File: src/verilog/phy_regs_pkg.sv
// package: offsets, fields and reset values of the identifier/advert regs
package phy_regs_pkg;
	// register offsets (word index; byte address is four times this)
	localparam logic [4:0]  IDX_ID_HIGH      = 5'h02;
	localparam logic [4:0]  IDX_ID_LOW       = 5'h03;
	localparam logic [4:0]  IDX_ADVERT       = 5'h04;
	localparam logic [4:0]  IDX_CONTROL      = 5'h00;
	// control register field
	localparam int          CTRL_RESTART_BIT = 9;
	// identifier low field positions
	localparam int          OUI_LSB          = 10;
	localparam int          MODEL_LSB        = 4;
	localparam int          REV_LSB          = 0;
	// advertisement field positions
	localparam int          ADV_NEXT_PAGE_BIT = 15;
	localparam int          ADV_FAULT_BIT    = 13;
	localparam int          ADV_ABIL_LSB     = 5;
	localparam int          ADV_ABIL_W       = 4;
	localparam int          ADV_SEL_LSB      = 0;
	// reset and fixed values
	localparam logic [15:0] ADVERT_RESET     = 16'h01e1;
	localparam logic [3:0]  ABIL_RESET       = 4'hf;
	localparam logic [4:0]  SELECTOR_VALUE   = 5'h01;
	localparam logic        NEXT_PAGE_RESET  = 1'b0;
endpackage

File: src/verilog/advert_latch.sv
// advertisement shadow: staged write value applied on negotiation restart
`timescale 1ns/1ps
module advert_latch
#(
	parameter int W = 5
)
(
	input  wire logic         i_clk,
	input  wire logic         i_reset_n,
	input  wire logic         i_restart,
	input  wire logic [W-1:0] i_staged,
	input  wire logic [W-1:0] i_reset_value,
	output logic      [W-1:0] o_active
);
	// active value follows the staged one only on restart
	always_ff @(posedge i_clk)
	begin
		if (!i_reset_n)
			o_active <= i_reset_value;
		else if (i_restart)
			o_active <= i_staged;
	end
endmodule

File: src/verilog/phy_id_adv_regs.sv
// identifier low and autonegotiation advertisement registers on apb
// Function
// identifier is high register then low register
// low id read-only: oui, model, revision
// ability bits 8:5 writable by software
// writes apply only on negotiation restart
// advert at 0x04, resets to 0x01e1
// bit 15 next-page flag read-only zero
// remote-fault bit signalled to link partner
// ability bits map 100tx-fd down to 10t-hd
// selector bits 4:0 read-only 0x01
// reserved bits read zero, ignore writes
`timescale 1ns/1ps
module phy_id_adv_regs
#(
	parameter logic [15:0] ID_HIGH_VALUE = 16'h0123, // arbitrary value
	parameter logic [5:0]  OUI_LOW       = 6'h2a,    // arbitrary value
	parameter logic [5:0]  MODEL_NUMBER  = 6'h11,    // arbitrary value
	parameter logic [3:0]  REVISION      = 4'h3      // arbitrary value
)
(
	input  wire logic        i_clk,
	input  wire logic        i_reset_n,
	input  wire logic        psel,
	input  wire logic        penable,
	input  wire logic        pwrite,
	input  wire logic [7:0]  paddr,
	input  wire logic [31:0] pwdata,
	output logic      [31:0] prdata,
	output logic             pready,
	output logic             pslverr,
	output logic      [31:0] o_phy_identifier,
	output logic             o_restart_autoneg,
	output logic             o_remote_fault_advertise,
	output logic             o_ability_100tx_full,
	output logic             o_ability_100tx_half,
	output logic             o_ability_10t_full,
	output logic             o_ability_10t_half,
	output logic             o_next_page_capable,
	output logic      [4:0]  o_selector
);
	// ------------------------------------------------------------
	// bus decode
	// ------------------------------------------------------------
	logic        access;
	logic        aligned;
	logic [4:0]  word_idx;
	logic        hit_adv;
	logic        hit_ctrl;
	logic        mapped;
	logic [15:0] id_low;
	logic [15:0] advert;
	logic [3:0]  abil_staged;
	logic        fault_staged;
	logic [4:0]  active;
	logic        restart_req;

	// single-cycle access phase; unmapped or misaligned gives slverr
	assign access   = psel && penable;
	assign aligned  = (paddr[1:0] == 2'b00) && (paddr[7] == 1'b0);
	assign word_idx = paddr[6:2];
	assign hit_adv  = aligned && (word_idx == phy_regs_pkg::IDX_ADVERT);
	assign hit_ctrl = aligned && (word_idx == phy_regs_pkg::IDX_CONTROL);
	assign mapped   = hit_adv || hit_ctrl || (aligned &&
		(word_idx == phy_regs_pkg::IDX_ID_LOW ||
		 word_idx == phy_regs_pkg::IDX_ID_HIGH));
	assign pready   = 1'b1;
	assign pslverr  = access && !mapped;

	// ------------------------------------------------------------
	// identifier
	// ------------------------------------------------------------
	// constant fields; no write path exists at all
	assign id_low = {OUI_LOW, MODEL_NUMBER, REVISION};
	// high half first, low half last
	assign o_phy_identifier = {ID_HIGH_VALUE, id_low};

	// ------------------------------------------------------------
	// advertisement register
	// ------------------------------------------------------------
	// only fault and abilities are storage; reserved bits never stored
	always_ff @(posedge i_clk)
	begin
		if (!i_reset_n)
		begin
			abil_staged  <= phy_regs_pkg::ABIL_RESET;
			fault_staged <= 1'b0;
		end
		else if (access && pwrite && hit_adv)
		begin
			abil_staged  <= pwdata[phy_regs_pkg::ADV_ABIL_LSB +:
				phy_regs_pkg::ADV_ABIL_W];
			fault_staged <= pwdata[phy_regs_pkg::ADV_FAULT_BIT];
		end
	end

	// readback: next page fixed 0, reserved 0, selector fixed
	assign advert = {phy_regs_pkg::NEXT_PAGE_RESET, 1'b0, fault_staged,
		4'h0, abil_staged,
		phy_regs_pkg::SELECTOR_VALUE};

	// restart bit self-clears; one-cycle pulse to negotiation
	assign restart_req = access && pwrite && hit_ctrl &&
		pwdata[phy_regs_pkg::CTRL_RESTART_BIT];
	always_ff @(posedge i_clk)
	begin
		if (!i_reset_n)
			o_restart_autoneg <= 1'b0;
		else
			o_restart_autoneg <= restart_req;
	end

	// negotiated values held apart from the register copy
	advert_latch #(.W(5)) u_latch
	(
		.i_clk        (i_clk),
		.i_reset_n    (i_reset_n),
		.i_restart    (restart_req),
		.i_staged     ({fault_staged, abil_staged}),
		.i_reset_value({1'b0, phy_regs_pkg::ABIL_RESET}),
		.o_active     (active)
	);

	// ability order 8..5 = 100tx fd, 100tx hd, 10t fd, 10t hd
	assign o_ability_100tx_full     = active[3];
	assign o_ability_100tx_half     = active[2];
	assign o_ability_10t_full       = active[1];
	assign o_ability_10t_half       = active[0];
	assign o_remote_fault_advertise = active[4];
	assign o_next_page_capable      = phy_regs_pkg::NEXT_PAGE_RESET;
	assign o_selector               = phy_regs_pkg::SELECTOR_VALUE;

	// ------------------------------------------------------------
	// read data
	// ------------------------------------------------------------
	// registered read data, taken at setup so valid in access phase
	always_ff @(posedge i_clk)
	begin
		if (!i_reset_n)
			prdata <= 32'h0000_0000;
		else if (psel && !penable && !pwrite)
		begin
			if (aligned && word_idx == phy_regs_pkg::IDX_ID_LOW)
				prdata <= {16'h0000, id_low};
			else if (aligned && word_idx == phy_regs_pkg::IDX_ID_HIGH)
				prdata <= {16'h0000, ID_HIGH_VALUE};
			else if (hit_adv)
				prdata <= {16'h0000, advert};
			else
				prdata <= 32'h0000_0000;
		end
	end

	// ------------------------------------------------------------
	// assertions
	// ------------------------------------------------------------
	property p_id_const;
		@(posedge i_clk) disable iff (!i_reset_n)
		o_phy_identifier[15:0] == {OUI_LOW, MODEL_NUMBER, REVISION};
	endproperty
	a_id_const: assert property (p_id_const)
		else $error("identifier low changed");

	property p_write_no_effect;
		@(posedge i_clk) disable iff (!i_reset_n)
		!restart_req |=> $stable(active);
	endproperty
	a_write_no_effect: assert property (p_write_no_effect)
		else $error("advert active changed without restart");

	property p_restart_apply;
		@(posedge i_clk) disable iff (!i_reset_n)
		restart_req |=> active == {$past(fault_staged), $past(abil_staged)};
	endproperty
	a_restart_apply: assert property (p_restart_apply)
		else $error("restart did not apply staged value");

	property p_adv_write;
		@(posedge i_clk) disable iff (!i_reset_n)
		access && pwrite && hit_adv |=> advert[8:5] == $past(pwdata[8:5]);
	endproperty
	a_adv_write: assert property (p_adv_write)
		else $error("ability bits not written");

	property p_reserved;
		@(posedge i_clk) disable iff (!i_reset_n)
		advert[15:14] == 2'b00 && advert[12:9] == 4'h0;
	endproperty
	a_reserved: assert property (p_reserved)
		else $error("reserved or next page bit set");

	property p_selector;
		@(posedge i_clk) disable iff (!i_reset_n)
		advert[4:0] == 5'h01;
	endproperty
	a_selector: assert property (p_selector)
		else $error("selector not fixed");

	property p_reset_value;
		@(posedge i_clk) !i_reset_n |=> advert == 16'h01e1;
	endproperty
	a_reset_value: assert property (p_reset_value)
		else $error("advert reset value wrong");

	property p_fault_out;
		@(posedge i_clk) disable iff (!i_reset_n)
		restart_req ##1 !restart_req [*2]
			|-> o_remote_fault_advertise == $past(fault_staged, 3);
	endproperty
	a_fault_out: assert property (p_fault_out)
		else $error("remote fault not signalled");

	// read path of the fixed identifier half, not just the constant
	property p_id_read;
		@(posedge i_clk) disable iff (!i_reset_n)
		psel && !penable && !pwrite && aligned &&
			word_idx == phy_regs_pkg::IDX_ID_LOW
			|=> prdata == {16'h0000, OUI_LOW, MODEL_NUMBER, REVISION};
	endproperty
	a_id_read: assert property (p_id_read)
		else $error("identifier low read data wrong");

	// fixed bits as software sees them on the bus
	property p_adv_read;
		@(posedge i_clk) disable iff (!i_reset_n)
		psel && !penable && !pwrite && hit_adv
			|=> prdata[31:14] == 18'h00000 && prdata[12:9] == 4'h0 &&
			prdata[4:0] == phy_regs_pkg::SELECTOR_VALUE;
	endproperty
	a_adv_read: assert property (p_adv_read)
		else $error("advert fixed bits wrong on read");

	// restart reaches negotiation as exactly one pulse
	property p_restart_pulse;
		@(posedge i_clk) disable iff (!i_reset_n)
		restart_req |=> o_restart_autoneg ##1 !o_restart_autoneg;
	endproperty
	a_restart_pulse: assert property (p_restart_pulse)
		else $error("restart pulse not one cycle long");

	c_restart: cover property (@(posedge i_clk) restart_req);
	c_fault_restart: cover property (@(posedge i_clk)
		restart_req && fault_staged);
	c_adv_wr: cover property (@(posedge i_clk) access && pwrite && hit_adv);
	c_unmapped: cover property (@(posedge i_clk) pslverr);
endmodule

File: config.mk
export PLATFORM = sky130hd
export DESIGN_NAME = phy_id_adv_regs
export DESIGN_NICKNAME = d
export VERILOG_FILES = /design/src/verilog/phy_regs_pkg.sv /design/src/verilog/advert_latch.sv /design/src/verilog/phy_id_adv_regs.sv
export SDC_FILE = /design/constraint.sdc
export NUM_CORES = 1
export LEC_CHECK = 0
export ABC_AREA = 1
export ABC_CLOCK_PERIOD_IN_PS = 1100
export BUFFER_PORTS_ARGS = -buffer_cell sky130_fd_sc_hd__buf_4
export CAP_MARGIN = 20
export CORE_MARGIN = 3
export CORE_UTILIZATION = 34
export CTS_CLUSTER_SIZE = 12
export DETAILED_ROUTE_END_ITERATION = 12
export PLACE_DENSITY_LB_ADDON = 0.1
export SETUP_SLACK_MARGIN = 0.5
export SLEW_MARGIN = 20
export SYNTH_ARGS = -nofsm -noshare
export SYNTH_HDL_FRONTEND = slang
export SYNTH_SLANG_ARGS = --single-unit
export TNS_END_PERCENT = 10
File: constraint.sdc
create_clock -name i_clk -period 1.1 [get_ports i_clk]
set_clock_uncertainty 0.15 [all_clocks]
set_input_delay 0.165 -clock i_clk [delete_from_list [all_inputs] [get_ports i_clk]]
set_output_delay 0.165 -clock i_clk [all_outputs]
set_load 0.01 [all_outputs]
==> flow_summary_export.csv <==
group,metric,value,unit
global_routing,grt_antenna_before_repair,0,
global_routing,track_usage,10.6,%
critical_path,path_class,"input pin to primary output",
finish,syn_to_final_growth,36.8,%
place,preCtsSetupSlack,-219,ps
detailed_routing,drtIter0Drc,32,
place,post_dp_cell_area,1560,um^2
synthesis,synth_area_leaders,"buf_4, dfxtp_1, nand2_1, nand3_1, nand4_1",
clock_network,clk_latency,250,ps
clock_network,cts_buffers,3,
clock_network,cts_tree,"yes",
global_routing,grt_max_degree,13,
sta,timing.final.crit_share,110,%
power_and_ir_drop,p_total,1.51,mW
floorplanning,die_w,69.7,um
floorplanning,core-area,3770,um^2
detailed_routing,num_vias,1083,
sta,setup_slack,-112,ps
synthesis,yosysTopAreaCellShare,34.3,%
critical_path,path_common_cell,"nand2_4",
global_routing,overflow,0,
critical_path,crit_fanout,2,
critical_path,max_stage_delay,150,ps
clock_network,root_buffer,"clkbuf_8",
global_routing,grt_pass1_wl,4.26,mm
sta,fmax,0.825,GHz
power_and_ir_drop,p_sw,0.430,mW
finish,final_cells,278,
finish,final_common_cell,"conb_1",
floorplanning,dieArea,4860,um^2
synthesis,syn_area_per_cell,7.70,um^2
floorplanning,start_util,36.6,%
place,port_buffers,35,
synthesis,synth_area,1380,um^2
synthesis,yosys_warnings,0,
power_and_ir_drop,power_frac_comb,22.4,%
sta,finalHoldViolations,4,
finish,final_util,50.0,%
place,detailedPlacementHpwl,2.17,mm
detailed_routing,drtAntennaViolNets,0,
detailed_routing,vias_per_cell,3.90,
finish,fin_area,1890,um^2
sta,setup_violations,2,
critical_path,cp-start-kind,"input pin",
power_and_ir_drop,p_seq_share,46.2,%
clock_network,clk_pin_slew,60,ps
finish,mostFrequentLayoutCells,"conb_1, buf_6, nand2_1, buf_4, dfxtp_2",
detailed_routing,drc,0,
detailed_routing,dr.pass1.iters,4,
power_and_ir_drop,clkPwrFrac,31.4,%
power_and_ir_drop,power_density,799,nW/um^2
sta,rsz0062_at_grt,"true",
critical_path,worstSetupEndpointType,"primary output",
place,gp_congestion,0.737,
sta,slew_viol_final,0,
critical_path,arrival,900,ps
sta,hold_slack,-33.0,ps
sta,fin_tns_setup,-116,ps
power_and_ir_drop,ir_drop,0.000379,V
synthesis,ys_seq_elements,19,
global_routing,grt_pass1_vias,970,
clock_network,cts.sinks,19,
power_and_ir_drop,switching_share,28.5,%
floorplanning,row_count,22,
detailed_routing,wl_per_cell,9.80,um
critical_path,crit_required,780,ps
synthesis,yosysSeqAreaShare,27.6,%
detailed_routing,drt_wl_total,2.72,mm
min_path,worstHoldPathType,"input pin to flip-flop",
place,dp.cells,267,
clock_network,clockBufferDepth,2,
synthesis,synth_top_cell_by_area,"buf_4",
clock_network,htreeDepth,1,
synthesis,yosysUniqueCellTypes,26,
critical_path,cp_cell_sequence,"buf_8, nor2_4, nand2_4, nor2_8, nand2_4, nand2_4, a211oi_2, buf_4",
power_and_ir_drop,cellLeakagePower,0.985,nW
run_status,violations,"negative hold slack, negative setup slack",
finish,num-nets-final,276,
run_status,outcome,"finished, violations left",
job,drv_cap,0,
floorplanning,io_pins,123,
sta,fin_crit,1210,ps
synthesis,syn_inst,179,
finish,layout-drive-gt1-share,44.3,%
floorplanning,die_y,69.7,um
finish,antenna_cells,0,
critical_path,cp_slowest_cell,"buf_4",
power_and_ir_drop,internal-power,1.08,mW
-- sequential cells by signal, summed over array words and instances (netlist names) --
signal,cells
prdata,8
u_latch.o_active,5
abil_staged,4
fault_staged,1
o_restart_autoneg,1
-- critical path: cells and delay by family --
| family | cells | cell delay, ps |
|---|---|---|
| buffers and inverters | 2 | 250 |
| AO/OA/AOI/OAI | 1 | 40 |
| AND/OR/NAND/NOR | 5 | 440 |
-- area by class of cell --
type                    count  area [um^2]
clock buffers               4         45.0
fillers                   398         1890
inverters                  14         77.6
multi-input cells         141          785
flip-flops and latches     19          400
well taps                  48         60.1
repair buffers             52          518
-- timing repair --
action	4_1_cts	5_1_grt
setup endpoints to repair	36	36
hold endpoints to repair	4	4
pin swaps	20	16
gates resized for setup	48	23
buffers inserted	5	2
-- cell usage after synthesis (all sizes together) --
cell and n:
buf 63, nand2 34, dfxtp 19, inv 13
nand3 13, nor2 11, a21oi 7, nand4 7
conb 2, nor3 2, a211oi 1, clkbuf 1
clkinv 1, mux2i 1, nand3b 1, o211ai 1
o21a 1, o21ai 1
-- per-layer routing --
layer	GRT usage (%)	part of all wire (%)	up-vias
met1	13.2	41	478
met4	3.62	0.73	0
met5	0	0	-
met3	2.46	8.9	4
li1	-	-	546
met2	17.8	49	55
-- final timing paths --
| check | from | to | slack (ps) | cells past startpoint |
|---|---|---|---|---|
| worst max-delay path | paddr[3] | pslverr | -110 | 8 |
| worst min register to register | u_latch.o_active[1] | u_latch.o_active[1] | 310 | 2 |
| worst max register to register | prdata[11] | prdata[11] | 150 | 3 |
| worst min-delay path | pwdata[7] | abil_staged[2] | -30 | 3 |
-- logic make-up after synthesis --
family | Yosys count | share of synthesized area (%)
buffers and inverters | 78 | 38.5
AND/OR/NAND/NOR | 68 | 27.9
flip-flops | 19 | 27.6
AO/OA/AOI/OAI | 11 | 4.81
other | 2 | 0.545
multiplexers | 1 | 0.726
-- power groups by stage --
| stage | registers [mW] | logic (mW) | clock network (mW) |
|---|---|---|---|
| floorplan | 0.713 | 0.333 | 0 |
| global placement | 0.711 | 0.281 | 0 |
| detailed placement | 0.712 | 0.283 | 0 |
| CTS | 0.695 | 0.311 | 0.496 |
| global route | 0.696 | 0.369 | 0.525 |
| finish | 0.696 | 0.338 | 0.473 |
(Power assumes the default switching activity.)
